[src/core/uart_host_pkg.sv]
package uart_host_pkg;

    // System clock period, and the clock rate in kHz derived from it.
    localparam int CLK_PERIOD_PS = 4000;
    localparam int CLK_KHZ = 1000000000 / CLK_PERIOD_PS;

    // Internal reference that the bit rate is divided from, in kHz.
    localparam int REF_KHZ = 27120;

    // Phase accumulator that turns the system clock into reference ticks.
    localparam int ACC_W = 19; // Must hold the wrap value plus one step without overflow.
    localparam logic [ACC_W-1:0] ACC_STEP = ACC_W'(REF_KHZ);
    localparam logic [ACC_W-1:0] ACC_WRAP = ACC_W'(CLK_KHZ);

    // Rate divider register: exponent field, mantissa field, value after reset.
    localparam int EXP_MSB = 7;
    localparam int EXP_LSB = 5;
    localparam int MANT_MSB = 4;
    localparam int MANT_LSB = 0;
    localparam logic [7:0] DIV_RESET = 8'heb;
    localparam logic [12:0] MANT_LOW_ADD = 13'h001;
    localparam logic [12:0] MANT_HIGH_ADD = 13'h021;

    // Length of one bit, counted in reference ticks.
    localparam int BIT_LEN_W = 13;

    // Address at which the rate divider register answers on the link.
    localparam logic [5:0] DIV_ADDR = 6'h1f;

    // Address character layout.
    localparam int ADDR_DIR_BIT = 7;
    localparam int ADDR_MSB = 5;

    // Character layout: start, eight data bits, stop.
    localparam logic [3:0] DATA_LAST = 4'h7;
    localparam logic [3:0] FRAME_LAST = 4'h9;

    typedef enum logic [3:0] {
        RX_IDLE = 4'b0001,
        RX_START = 4'b0010,
        RX_DATA = 4'b0100,
        RX_STOP = 4'b1000
    } rx_state_t;

    typedef enum logic [2:0] {
        TXN_ADDR = 3'b001,
        TXN_WDATA = 3'b010,
        TXN_RFETCH = 3'b100
    } txn_state_t;

endpackage

[src/core/rate_if.sv]
interface rate_if;
    import uart_host_pkg::*;

    logic [7:0] rate_setting;
    logic ref_tick;
    logic [BIT_LEN_W-1:0] bit_len;

    modport gen (
        input rate_setting,
        output ref_tick,
        output bit_len
    );

    modport use_side (
        output rate_setting,
        input ref_tick,
        input bit_len
    );
endinterface

[src/core/rate_gen.sv]
module rate_gen
    import uart_host_pkg::*;
(
    input wire logic clock,
    input wire logic rst,
    rate_if.gen rate
);

    // RULE3 - exponent scaling factors
    // Bit length in reference ticks from exponent and mantissa.
    function automatic logic [BIT_LEN_W-1:0] divisor(input logic [7:0] setting);
        logic [2:0] rate_exponent;
        logic [BIT_LEN_W-1:0] rate_mantissa;
        rate_exponent = setting[EXP_MSB:EXP_LSB];
        rate_mantissa = BIT_LEN_W'(setting[MANT_MSB:MANT_LSB]);
        if (rate_exponent == 3'h0) begin
            divisor = rate_mantissa + MANT_LOW_ADD;
        end else begin
            divisor = (rate_mantissa + MANT_HIGH_ADD) << (rate_exponent - 3'h1);
        end
    endfunction

    logic [ACC_W-1:0] acc_reg;
    logic [ACC_W-1:0] acc_sum;

    assign acc_sum = acc_reg + ACC_STEP;

    // RULE6 - rate accuracy
    // Fractional accumulator: one tick per reference period on average.
    // The tick jitters by one system clock, far below the allowed rate error.
    always_ff @(posedge clock) begin
        if (rst) begin
            acc_reg <= '0;
            rate.ref_tick <= 1'b0;
        end else if (acc_sum >= ACC_WRAP) begin
            acc_reg <= acc_sum - ACC_WRAP;
            rate.ref_tick <= 1'b1;
        end else begin
            acc_reg <= acc_sum;
            rate.ref_tick <= 1'b0;
        end
    end

    // RULE4 - divisor formula
    always_ff @(posedge clock) begin
        if (rst) begin
            rate.bit_len <= divisor(DIV_RESET);
        end else begin
            rate.bit_len <= divisor(rate.rate_setting);
        end
    end

endmodule

[src/core/uart_host_register_port.sv]
// How it works
// RULE1 - After reset the link runs at 9.6 kbit/s until reprogrammed.
// RULE2 - Host sets rate by writing divider register: exponent and mantissa fields.
// RULE3 - Exponent 0..7 scales by 1,1,2,4,8,16,32,64; mantissa offset 1 or 33.
// RULE4 - Rate is reference/(m+1), or reference/(m+33)/2^(e-1) for nonzero exponent.
// RULE5 - Rates above 1228.8 kbit/s unsupported; host must not program them.
// RULE6 - Listed standard rates come within 1.5 percent of nominal.
// RULE7 - Character is start bit 0, eight data bits, stop bit 1.
// RULE8 - Address and data bits travel least significant bit first.
// RULE9 - No parity bit; stop follows the eighth data bit.
// RULE10 - Read: host sends address, device replies with register content.
// RULE11 - Write: address then data character, data stored in addressed register.
// RULE12 - Address bit 7 high means read, low means write.
// RULE13 - Address bit 6 reserved; bits 5 to 0 are register address.
// RULE14 - Exponent sits in divider bits 7 to 5, mantissa in 4 to 0.
module uart_host_register_port
    import uart_host_pkg::*;
(
    input wire logic clock,
    input wire logic rst,
    input wire logic rx,
    output logic tx,
    output logic [5:0] reg_addr,
    output logic [7:0] reg_wdata,
    output logic reg_we,
    output logic reg_re,
    input wire logic [7:0] reg_rdata,
    output logic [7:0] serial_rate_divider,
    output logic frame_error
);

    rate_if rate ();

    rate_gen u_rate_gen (
        .clock(clock),
        .rst(rst),
        .rate(rate.gen)
    );

    // True when the tick ending the current count has arrived.
    function automatic logic count_done(input logic [BIT_LEN_W-1:0] cnt,
                                        input logic [BIT_LEN_W-1:0] len);
        count_done = (cnt + BIT_LEN_W'(1)) >= len;
    endfunction

    rx_state_t rx_state_reg;
    logic [BIT_LEN_W-1:0] rx_cnt_reg;
    logic [3:0] rx_bits_reg;
    logic [7:0] rx_shift_reg;
    logic rx_valid_reg;
    logic [BIT_LEN_W-1:0] half_len;

    txn_state_t txn_state_reg;
    logic [7:0] div_reg;
    logic [7:0] tx_data_reg;
    logic tx_load_reg;

    logic tx_busy_reg;
    logic [BIT_LEN_W-1:0] tx_cnt_reg;
    logic [3:0] tx_bits_reg;
    logic [8:0] tx_shift_reg;
    logic tx_reg;
    logic tx_wait_reg;

    // RULE14 - divider field layout
    assign rate.rate_setting = div_reg;
    assign half_len = rate.bit_len >> 1;

    // Receiver: finds the start edge, samples each bit at its middle.
    // RULE7 - receive character frame
    always_ff @(posedge clock) begin
        if (rst) begin
            rx_state_reg <= RX_IDLE;
            rx_cnt_reg <= '0;
            rx_bits_reg <= 4'h0;
            rx_shift_reg <= 8'h00;
            rx_valid_reg <= 1'b0;
            frame_error <= 1'b0;
        end else begin
            rx_valid_reg <= 1'b0;
            frame_error <= 1'b0;
            case (rx_state_reg)
                RX_IDLE: begin
                    if (!rx) begin
                        rx_state_reg <= RX_START;
                        rx_cnt_reg <= '0;
                    end
                end
                RX_START: begin
                    if (rate.ref_tick) begin
                        if (count_done(rx_cnt_reg, half_len)) begin
                            rx_cnt_reg <= '0;
                            rx_bits_reg <= 4'h0;
                            // A start that is gone by mid-bit was a glitch.
                            rx_state_reg <= rx ? RX_IDLE : RX_DATA;
                        end else begin
                            rx_cnt_reg <= rx_cnt_reg + BIT_LEN_W'(1);
                        end
                    end
                end
                RX_DATA: begin
                    if (rate.ref_tick) begin
                        if (count_done(rx_cnt_reg, rate.bit_len)) begin
                            rx_cnt_reg <= '0;
                            // RULE8 - LSB arrives first
                            rx_shift_reg <= {rx, rx_shift_reg[7:1]};
                            // RULE9 - stop follows bit eight
                            if (rx_bits_reg == DATA_LAST) begin
                                rx_state_reg <= RX_STOP;
                            end else begin
                                rx_bits_reg <= rx_bits_reg + 4'h1;
                            end
                        end else begin
                            rx_cnt_reg <= rx_cnt_reg + BIT_LEN_W'(1);
                        end
                    end
                end
                RX_STOP: begin
                    if (rate.ref_tick) begin
                        if (count_done(rx_cnt_reg, rate.bit_len)) begin
                            rx_cnt_reg <= '0;
                            rx_state_reg <= RX_IDLE;
                            // A low stop bit drops the character and flags it.
                            rx_valid_reg <= rx;
                            frame_error <= !rx;
                        end else begin
                            rx_cnt_reg <= rx_cnt_reg + BIT_LEN_W'(1);
                        end
                    end
                end
                default: begin
                    rx_state_reg <= RX_IDLE;
                end
            endcase
        end
    end

    // Transaction sequencer: address character, then data or a reply.
    always_ff @(posedge clock) begin
        if (rst) begin
            txn_state_reg <= TXN_ADDR;
            reg_addr <= 6'h00;
            reg_wdata <= 8'h00;
            reg_we <= 1'b0;
            reg_re <= 1'b0;
            tx_data_reg <= 8'h00;
            tx_load_reg <= 1'b0;
        end else begin
            reg_we <= 1'b0;
            tx_load_reg <= 1'b0;
            case (txn_state_reg)
                TXN_ADDR: begin
                    if (rx_valid_reg) begin
                        // RULE13 - six address bits
                        reg_addr <= rx_shift_reg[ADDR_MSB:0];
                        // RULE12 - direction bit
                        if (rx_shift_reg[ADDR_DIR_BIT]) begin
                            reg_re <= 1'b1;
                            txn_state_reg <= TXN_RFETCH;
                        end else begin
                            txn_state_reg <= TXN_WDATA;
                        end
                    end
                end
                TXN_WDATA: begin
                    // RULE11 - store write data
                    if (rx_valid_reg) begin
                        reg_wdata <= rx_shift_reg;
                        reg_we <= (reg_addr != DIV_ADDR);
                        txn_state_reg <= TXN_ADDR;
                    end
                end
                TXN_RFETCH: begin
                    // RULE10 - reply with content
                    // Waits for a reply still on the line to finish first.
                    if (!tx_busy_reg && !tx_load_reg) begin
                        reg_re <= 1'b0;
                        tx_data_reg <= (reg_addr == DIV_ADDR) ? div_reg : reg_rdata;
                        tx_load_reg <= 1'b1;
                        txn_state_reg <= TXN_ADDR;
                    end
                end
                default: begin
                    txn_state_reg <= TXN_ADDR;
                end
            endcase
        end
    end

    // RULE1 - default rate
    // RULE2 - host rewrites rate
    // RULE5 - rate limit unchecked
    // Settings faster than the limit are taken as written; avoiding them is the host's duty.
    // The new rate applies from the next character on.
    always_ff @(posedge clock) begin
        if (rst) begin
            div_reg <= DIV_RESET;
        end else if (txn_state_reg == TXN_WDATA && rx_valid_reg && reg_addr == DIV_ADDR) begin
            div_reg <= rx_shift_reg;
        end
    end

    assign serial_rate_divider = div_reg;

    // Transmitter: start bit, eight data bits LSB first, stop bit.
    // RULE7 - send character frame
    always_ff @(posedge clock) begin
        if (rst) begin
            tx_busy_reg <= 1'b0;
            tx_cnt_reg <= '0;
            tx_bits_reg <= 4'h0;
            tx_shift_reg <= 9'h1ff;
            tx_reg <= 1'b1;
            tx_wait_reg <= 1'b0;
        end else if (!tx_busy_reg) begin
            if (tx_load_reg) begin
                tx_busy_reg <= 1'b1;
                tx_wait_reg <= 1'b1;
                tx_cnt_reg <= '0;
                tx_bits_reg <= 4'h0;
                // RULE9 - stop directly after data
                tx_shift_reg <= {1'b1, tx_data_reg};
            end
        end else if (rate.ref_tick) begin
            if (tx_wait_reg) begin
                // Opening the start bit on a tick keeps it a full bit long;
                // a load between ticks would otherwise shorten it by a tick.
                tx_wait_reg <= 1'b0;
                tx_reg <= 1'b0;
            end else if (count_done(tx_cnt_reg, rate.bit_len)) begin
                tx_cnt_reg <= '0;
                if (tx_bits_reg == FRAME_LAST) begin
                    tx_busy_reg <= 1'b0;
                    tx_reg <= 1'b1;
                end else begin
                    // RULE8 - LSB leaves first
                    tx_reg <= tx_shift_reg[0];
                    tx_shift_reg <= {1'b1, tx_shift_reg[8:1]};
                    tx_bits_reg <= tx_bits_reg + 4'h1;
                end
            end else begin
                tx_cnt_reg <= tx_cnt_reg + BIT_LEN_W'(1);
            end
        end
    end

    assign tx = tx_reg;

endmodule

[config.mk]
export PLATFORM = sky130hd
export DESIGN_NAME = uart_host_register_port
export DESIGN_NICKNAME = d
export VERILOG_FILES = /design/src/core/uart_host_pkg.sv /design/src/core/rate_if.sv /design/src/core/rate_gen.sv /design/src/core/uart_host_register_port.sv
export SDC_FILE = /design/constraint.sdc
export NUM_CORES = 1
export LEC_CHECK = 0
export ABC_AREA = 1
export BUFFER_PORTS_ARGS = -buffer_cell sky130_fd_sc_hd__clkbuf_2
export CAP_MARGIN = 20
export CORE_ASPECT_RATIO = 1.1
export CORE_MARGIN = 1
export CORE_UTILIZATION = 55
export DETAILED_ROUTE_END_ITERATION = 8
export PLACE_DENSITY = 0.75
export SLEW_MARGIN = 20
export SYNTH_ARGS = -nofsm -noshare
export SYNTH_HDL_FRONTEND = slang
export SYNTH_HIERARCHICAL = 1
export SYNTH_SLANG_ARGS = --single-unit
export TNS_END_PERCENT = 50
[constraint.sdc]
create_clock -name clock -period 3.5 [get_ports clock]
set_input_delay 0.175 -clock clock [delete_from_list [all_inputs] [get_ports clock]]
set_output_delay 0.175 -clock clock [all_outputs]
set_load 0.02 [all_outputs]
==> flow_summary_export.csv, run 1 <==
group,metric,value,unit
outcome,status,"complete, no violations",
die,num_rows,44,
yosys,synth_nets,1145,
yosys,netlist_top_cells_count,"nand2_1, inv_1, dfxtp_1",
yosys,yosysWarningCount,6,
placed_design,place_congestion,0.874,
min_path,hp-class,"in -> reg",
die,coreArea,13400,µm²
placed_design,io_buffers,36,
die,top_level_ports,37,
route,dr.pass1.iters,5,
setup_path,cp.arrival,3.48,ns
yosys,synth.distinct_cells,59,
finish,drive_gt1_share,16.1,%
sta,rsz0062_at_grt,"no",
yosys,yosysTopAreaCell,"dfxtp_1",
yosys,synth_cells,1084,
route,drt_iter0_markers,379,
route,wirelength,17200,µm
power_and_ir_drop,p_leak,4.00,nW
sta,worstMarginPinSlew,0.903,ns
sta,min_period_over_period,89.2,%
finish,syn2layout_area_growth,11.4,%
yosys,synth_edf_count,0,
sta,slew_headroom,39.6,%
route,drtAntennaViolNets,0,
grt,grtUsageTotal,25.0,%
grt,antenna_found_initial,0,
route,drt_drc_violations_left,0,
yosys,synth_most_common_cell,"nand2_1",
cts,numCtsBuffers,17,
setup_path,cp_max_fo,12,
sta,final_hold_viol_count,0,
finish,post-route-util,63.7,%
cts,ctsRootBufferMaster,"clkbuf_16",
sta,finalSetupViolations,0,
grt,busiest_layer,"met2",
grt,grt_pass1_vias,6284,
die,die_h,126,µm
sta,timing.fmax,0.320,GHz
setup_path,critPathKind,"reg -> reg",
setup_path,crit_path_end_kind,"register",
sta,final.setup.tns,0,ns
cts,clk-insertion-delay-late,0.42,ns
grt,grt-ovfl-total,0,
power_and_ir_drop,p_per_area,486,nW/µm²
cts,cts.clk_slew.worst_paths,0.06,ns
sta,fin_crit,3.12,ns
die,start_util,57.2,%
sta,fin_skew,0.00982,ns
route,via_per_inst,5.26,
grt,met2_usage,41.2,%
route,num_vias,6933,
yosys,synth_top_area_share,32.3,%
cts,htreeDepth,4,
cts,cts_tree,"built",
sta,maxSlewViolCount,0,
die,die_w,115,µm
setup_path,critPathLaunchType,"register",
yosys,synthArstFlopShare,0,%
route,post_drt_wl_per_cell,13.1,µm
yosys,yosys_register_bits,124,
yosys,ys_top_cells_by_area,"dfxtp_1, nand2_1, ha_1",
yosys,syn_area,7680,µm²
grt,grt_max_degree,59,
yosys,syn_area_per_cell,7.09,µm²
cts,clock-sinks,124,
yosys,ys.flop_type,"dfxtp_1",
finish,largest_reg_flops,15,
finish,insertedDiodeCount,0,
grt,grt.met1_usage,32.9,%
finish,nets,1181,
finish,multi_input_area,4460,µm²
finish,seqCellArea,2480,µm²
yosys,synth_seq_area_share,32.3,%
finish,fillCellCount,1230,
run,drv_cap,0,
setup_path,worstPathRequired,3.86,ns
power_and_ir_drop,peakVddDrop,0.287,mV
grt,grt_pass1_wl,29100,µm
cts,cts_max_path_buffers,2,
grt,use_met3,4.23,%
die,die-area,14500,µm²
placed_design,dp_hpwl,12400,µm
==> per-stage QoR <==
step           cells  hold slack, ns  power, mW  setup slack, ns  area [µm²]
2_1_floorplan   1084           0.247       2.38            0.694        7680
3_3_place_gp    1283           0.389       2.48            0.405        7960
3_5_place_dp    1283           0.385       2.50            0.316        7960
4_1_cts         1317         0.00103       4.18            0.291        8540
5_1_grt         1317          0.0242       4.38           0.0339        8560
6_report        1317          0.0199       4.16            0.380        8560
==> timing repair <==
action	in CTS	in global routing
setup buffers	0	0
endpoints found under the setup margin	0	31
resized for setup	0	4
hold buffers	2	0
hold endpoints to repair	2	0
==> cell families after synthesis <==
family	after synthesis	share of synthesized area (%)
compound gates	180	13.6
flops	124	32.3
simple gates	521	32.0
buf+inv	177	9.88
mux	1	0.130
xor+xnor	31	3.88
fa+ha+maj	50	8.14
==> routing by layer <==
metal  routed length (µm)  vias to the layer above
li1                     -                     3609
met1                 8120                     3154
met2                 8120                      145
met3                  673                       25
met4                  285                        0
met5                    0                        -
==> layout make-up <==
cell class	count	area share (%)
clock buffer	19	5.06
tap	184	2.69
sequential	124	29.0
timing repair buffer	46	3.04
inverter	148	6.54
clock inverter	13	1.56
multi-input combinational	783	52.1
==> critical path, cell delays in order (launching register included) <==
cell,delay (ns)
dfxtp_1,0.40
ha_1,0.22
nand3_2,0.11
nor3b_2,0.23
nand3_1,0.14
nor2_1,0.14
nand3_1,0.12
xnor2_2,0.16
ha_1,0.31
a21oi_1,0.14
o21ai_0,0.10
a21oi_1,0.19
nand3_2,0.21
nand2_1,0.15
buf_4,0.19
inv_1,0.07
nand2_1,0.06
nand2_1,0.05
nor2_1,0.07
==> where the power goes <==
group	total (mW)	switching [mW]	internal, mW
Combinational	0.945	0.650	0.295
Sequential	1.53	0.0565	1.47
Clock	1.68	0.691	0.992
Total	4.16	1.40	2.76
==> worst paths after layout <==
check	depth (start not counted)	slack, ns	start	to
worst max-delay path	18	0.38	tx_cnt_reg[0]$_SDFFE_PP0P_	tx_bits_reg[1]$_SDFFE_PP0P_
worst min-delay path	3	0.02	reg_rdata[0]	tx_data_reg[0]$_SDFFE_PP0P_
worst max register to register	18	0.38	tx_cnt_reg[0]$_SDFFE_PP0P_	tx_bits_reg[1]$_SDFFE_PP0P_
worst min register to register	2	0.47	tx_cnt_reg[8]$_SDFFE_PP0P_	tx_cnt_reg[8]$_SDFFE_PP0P_
==> cell usage in the layout, fill, tap and decap left out, types with 6 or more instances in the layout <==
cell / netlist / layout
nand2_2: 36 / 38
clkbuf_16: 0 / 17
nand3_2: 5 / 6
o21ai_0: 62 / 62
nor3_1: 7 / 7
clkbuf_2: 0 / 36
o211ai_1: 7 / 7
nand4_1: 24 / 24
nor2_1: 78 / 78
a21oi_1: 65 / 65
a31oi_1: 9 / 9
ha_1: 50 / 50
inv_2: 10 / 10
xor2_1: 25 / 25
dfxtp_1: 124 / 124
buf_4: 2 / 8
inv_1: 130 / 130
a21oi_2: 22 / 22
nand2_1: 259 / 257
nand3_1: 77 / 76
clkinv_1: 6 / 6
Power figures use the tool's default switching activity.
==> inputs of run 2 (changes only) <==
- clock period: 3.5 -> 3.7 ns (I/O delays scaled with it)
==> run 2 against run 1 <==
Clock-buffer cell count fell by 2. Core utilization rose by 0.084 points. Largest cell class unchanged. Sequential power fell by 5%. Largest power group unchanged. Sequential share of layout area barely moved. Worst setup slack got worse by 0.042 ns. Fmax fell by 7.2%. Clock power barely moved. Non-clock buffer count did not move. Combinational power fell by 5.4%. Die area did not move.
==> flow_summary_export.csv, run 2 (synthesized netlist as in run 1, its figures left out) <==
group,metric,value,unit
finish,final_common_cell,"nand2_1",
cts,clock-sinks,124,
route,drt_iter0_markers,407,
cts,cts_setup_buffers,0,
route,wirelength,17200,µm
die,start_util,57.2,%
power_and_ir_drop,p_leak,4.01,nW
finish,syn2layout_area_growth,11.5,%
grt,grtUsageTotal,25.7,%
sta,fin_crit,3.36,ns
sta,maxSlewViolCount,0,
route,num_vias,6935,
power_and_ir_drop,p_per_area,469,nW/µm²
setup_path,cp.arrival,3.72,ns
grt,busiest_layer,"met2",
sta,slew_headroom,37.3,%
cts,ctsRootBufferMaster,"clkbuf_16",
sta,worstMarginPinSlew,0.938,ns
placed_design,io_buffers,36,
run,drv_cap,0,
sta,fin_skew,0.00936,ns
sta,final.setup.tns,0,ns
finish,nets,1181,
finish,insertedDiodeCount,0,
sta,final_hold_viol_count,0,
die,top_level_ports,37,
route,post_drt_wl_per_cell,13.0,µm
die,die_h,126,µm
sta,min_period_over_period,90.9,%
grt,antenna_found_initial,0,
cts,cts_hold_buf,3,
sta,worst_slack,0.337,ns
route,dr.pass1.iters,5,
finish,drive_gt1_share,15.8,%
setup_path,critPathKind,"reg -> reg",
grt,grt_pass1_vias,6416,
grt,grt.met1_usage,34.4,%
cts,cts_max_path_buffers,2,
setup_path,critPathLaunchType,"register",
placed_design,dp_hpwl,12400,µm
finish,largest_reg_flops,15,
die,num_rows,44,
sta,finalSetupViolations,0,
route,via_per_inst,5.27,
placed_design,place_congestion,0.867,
min_path,hp-class,"in -> reg",
sta,timing.fmax,0.297,GHz
placed_design,dp_slack,0.435,ns
setup_path,worstPathRequired,4.06,ns
sta,rsz0062_at_grt,"no",
cts,cts_repair_resize_count,0,
cts,numCtsBuffers,17,
grt,met2_usage,40.8,%
die,die-area,14500,µm²
outcome,status,"complete, no violations",
die,coreArea,13400,µm²
die,die_w,115,µm
setup_path,crit_path_end_kind,"register",
finish,most-common-layout-cells,"nand2_1, inv_1, dfxtp_1",
cts,clk-insertion-delay-late,0.43,ns
route,drtAntennaViolNets,0,
grt,grt-ovfl-total,0,
finish,finish.instance_area,8570,µm²
placed_design,place_area,7950,µm²
power_and_ir_drop,peakVddDrop,0.328,mV
grt,use_met3,4.96,%
route,drt_drc_violations_left,0,
cts,cts.clk_slew.worst_paths,0.06,ns
setup_path,cp_max_fo,15,
cts,cts_tree,"built",
cts,htreeDepth,4,
grt,grt_max_degree,59,
grt,grt_pass1_wl,29800,µm
run 2: where the power goes:
| part | leakage (nW) | switching [mW] | internal, mW |
|---|---|---|---|
| sequential | 1.00 | 0.0533 | 1.39 |
| clock | 0.290 | 0.715 | 0.961 |
| combinational | 2.72 | 0.614 | 0.280 |
run 2: per-stage QoR:
stage | std cells | power, mW | hold WS (ns) | util [%]
2_1_floorplan | 1084 | 2.25 | 0.257 | -
6_report | 1317 | 4.02 | 0.0209 | 63.8
4_1_cts | 1317 | 4.02 | 0.00887 | 63.8
5_1_grt | 1317 | 4.22 | 0.0273 | 63.8
3_3_place_gp | 1282 | 2.34 | 0.398 | 59.2
3_5_place_dp | 1282 | 2.36 | 0.401 | 59.2
run 2: cell type report:
cell class,instances,area (µm²)
Clock inverter,15,166
Sequential cell,124,2480
Multi-Input combinational cell,783,4440
Tap cell,184,230
Clock buffer,17,425
Timing Repair Buffer,46,263
Inverter,148,559
Fill cell,1239,4860
run 2: critical path: stages (launching register included):
cell      delay (ns)
dfxtp_1         0.43
ha_1            0.22
nand2_1         0.07
nor2_2          0.23
nand4_1         0.15
or2_1           0.25
o21bai_1        0.12
nand2_1         0.10
inv_1           0.08
ha_1            0.25
nand2_1         0.09
nand2_1         0.05
nand3_1         0.06
nand2_1         0.06
a21oi_2         0.17
nand3_1         0.15
nand2_1         0.08
inv_1           0.06
nand2_1         0.33
o21ai_0         0.19
a21oi_1         0.17
run 2: path summary, 6_finish.rpt:
kind | start | endpoint | slack [ns] | depth (start not counted)
worst max-delay path | rx_cnt_reg[0]$_SDFFE_PP0P_ | rx_shift_reg[1]$_SDFFE_PP0P_ | 0.34 | 20
worst min-delay path | reg_rdata[0] | tx_data_reg[0]$_SDFFE_PP0P_ | 0.02 | 3
worst max register to register | rx_cnt_reg[0]$_SDFFE_PP0P_ | rx_shift_reg[1]$_SDFFE_PP0P_ | 0.34 | 20
worst min register to register | tx_cnt_reg[8]$_SDFFE_PP0P_ | tx_cnt_reg[8]$_SDFFE_PP0P_ | 0.47 | 2
run 2: layer usage:
layer | up-vias | routed length (µm)
met4 | 0 | 323
met3 | 26 | 988
met5 | - | 0
li1 | 3601 | -
met1 | 3110 | 8040
met2 | 198 | 7830
==> inputs of run 3 (changes only) <==
- PLACE_DENSITY: 0.75 -> 0.71
==> run 3 against run 2 <==
Non-clock buffer count fell by 4. Power rose by 1.0%. Cell count fell by 0.30%. Global-route usage fell by 0.92 points. Clock skew barely moved. Critical path type unchanged. Die area did not move. Core utilization fell by 0.10 points. Sequential share of layout area barely moved. Sequential power barely moved. Critical path depth did not move. Hold slack got worse by 0.0093 ns. Fmax rose by 3.5%.
==> flow_summary_export.csv, run 3 (synthesized netlist as in run 1, its figures left out) <==
group,metric,value,unit
power_and_ir_drop,p_per_area,474,nW/µm²
route,dr.pass1.iters,5,
finish,insertedDiodeCount,0,
sta,maxSlewViolCount,0,
setup_path,cp_num_buf_inv,2,
finish,syn2layout_area_growth,11.3,%
setup_path,cp.arrival,3.60,ns
cts,numCtsBuffers,17,
min_path,hp-class,"in -> reg",
setup_path,crit_slowest_cell,"dfxtp_1",
die,die_w,115,µm
die,coreArea,13400,µm²
finish,nets,1177,
placed_design,dp_hpwl,12400,µm
die,die-area,14500,µm²
route,num_vias,6796,
sta,fin_skew,0.00886,ns
route,drt_drc_violations_left,0,
sta,finalSetupViolations,0,
setup_path,critPathLaunchType,"register",
grt,grt_pass1_vias,6216,
placed_design,io_buffers,36,
finish,fillCellCount,1260,
grt,grt-ovfl-total,0,
setup_path,cp_max_fo,15,
setup_path,crit_chain,"ha_1 > nand2_1 > nor2_2 > nand4_1 > or2_1 > o21bai_1 > nand2_1 > inv_1 > ha_1 > nand2_1 > nand2_1 > nand3_1 > nand2_1 > a21oi_2 > nand3_1 > nand2_1 > inv_1 > nand2_1 > o21ai_0 > a21oi_1",
cts,clock-sinks,124,
sta,slew_headroom,36.0,%
route,via_per_inst,5.18,
setup_path,critPathKind,"reg -> reg",
grt,grt_max_degree,59,
run,drv_cap,0,
grt,grt_pass1_wl,28600,µm
cts,cts_setup_buffers,0,
finish,largest_reg_flops,15,
finish,post-route-util,63.7,%
die,start_util,57.2,%
sta,final.setup.tns,0,ns
die,die_h,126,µm
cts,htreeDepth,4,
finish,final_common_cell,"nand2_1",
route,drt_iter0_markers,337,
finish,drive_gt1_share,15.7,%
cts,ctsRootBufferMaster,"clkbuf_16",
route,post_drt_wl_per_cell,12.9,µm
sta,worstMarginPinSlew,0.954,ns
route,wirelength,17000,µm
power_and_ir_drop,peakVddDrop,0.457,mV
sta,final_hold_viol_count,0,
die,top_level_ports,37,
power_and_ir_drop,p_leak,3.99,nW
sta,min_period_over_period,87.8,%
finish,multi_input_area,4440,µm²
setup_path,slowest_delay,0.41,ns
placed_design,place_congestion,0.869,
grt,grtUsageTotal,24.8,%
grt,antenna_found_initial,0,
sta,fin_crit,3.25,ns
setup_path,crit_top_cell,"nand2_1",
cts,cts.clk_slew.worst_paths,0.06,ns
sta,rsz0062_at_grt,"no",
cts,clk-insertion-delay-late,0.42,ns
outcome,status,"complete, no violations",
route,drtAntennaViolNets,0,
finish,seqCellArea,2480,µm²
setup_path,path_delay_family,"simple AND/OR/NAND/NOR gates",
die,num_rows,44,
cts,cts_max_path_buffers,2,
cts,cts_tree,"built",
setup_path,worstPathRequired,4.05,ns
sta,timing.fmax,0.308,GHz
finish,most-common-layout-cells,"nand2_1, inv_1, dfxtp_1",
setup_path,crit_path_end_kind,"register",
run 3: worst min-delay path, cell delays in order:
cell and delay [ns]:
clkbuf_2 0.08, nand2_1 0.05, a31oi_1 0.07
run 3: stage by stage:
| stage | instance area (µm²) | hold slack [ns] | worst slack [ns] | total power [mW] | instances |
|---|---|---|---|---|---|
| detailed placement | 7930 | 0.385 | 0.480 | 2.35 | 1280 |
| global placement | 7930 | 0.389 | 0.571 | 2.34 | 1280 |
| global route | 8560 | 0.00909 | 0.133 | 4.27 | 1313 |
| floorplan | 7680 | 0.257 | 0.894 | 2.25 | 1084 |
| CTS | 8560 | 0.000305 | 0.448 | 4.09 | 1313 |
| finish | 8560 | 0.0116 | 0.451 | 4.06 | 1313 |
run 3: power by group:
group | internal (mW) | total [mW] | switching, mW
logic | 0.278 | 0.893 | 0.615
clock network | 1.07 | 1.72 | 0.647
registers | 1.39 | 1.45 | 0.0541
total | 2.74 | 4.06 | 1.32
run 3: path summary, 6_finish.rpt:
kind / from / endpoint / slack [ns] / cells past startpoint
max: rx_cnt_reg[0]$_SDFFE_PP0P_ / rx_shift_reg[1]$_SDFFE_PP0P_ / 0.45 / 20
min: reg_rdata[4] / tx_data_reg[4]$_SDFFE_PP0P_ / 0.01 / 3
max reg2reg: rx_cnt_reg[0]$_SDFFE_PP0P_ / rx_shift_reg[1]$_SDFFE_PP0P_ / 0.45 / 20
min reg2reg: tx_cnt_reg[8]$_SDFFE_PP0P_ / tx_cnt_reg[8]$_SDFFE_PP0P_ / 0.48 / 2
run 3: layer usage:
metal | share of wire, % | global-route usage, % | vias up
met5 | 0 | 0 | -
met4 | 1.6 | 7.79 | 0
met3 | 4.2 | 5.92 | 21
met2 | 47 | 42.1 | 118
met1 | 47 | 30.9 | 3055
li1 | - | - | 3602
run 3: layout make-up:
| class | count | area share (%) |
|---|---|---|
| clock inverters | 15 | 2.19 |
| inverters | 148 | 6.54 |
| flip-flops and latches | 124 | 29.0 |
| clock buffers | 17 | 4.97 |
| well taps | 184 | 2.69 |
| multi-input cells | 783 | 51.9 |
| repair buffers | 42 | 2.66 |
run 3: what timing repair did:
action / 4_1_cts / 5_1_grt
hold buffers: 1 / 0
gates resized for setup: 0 / 0
hold endpoints to repair: 1 / 0
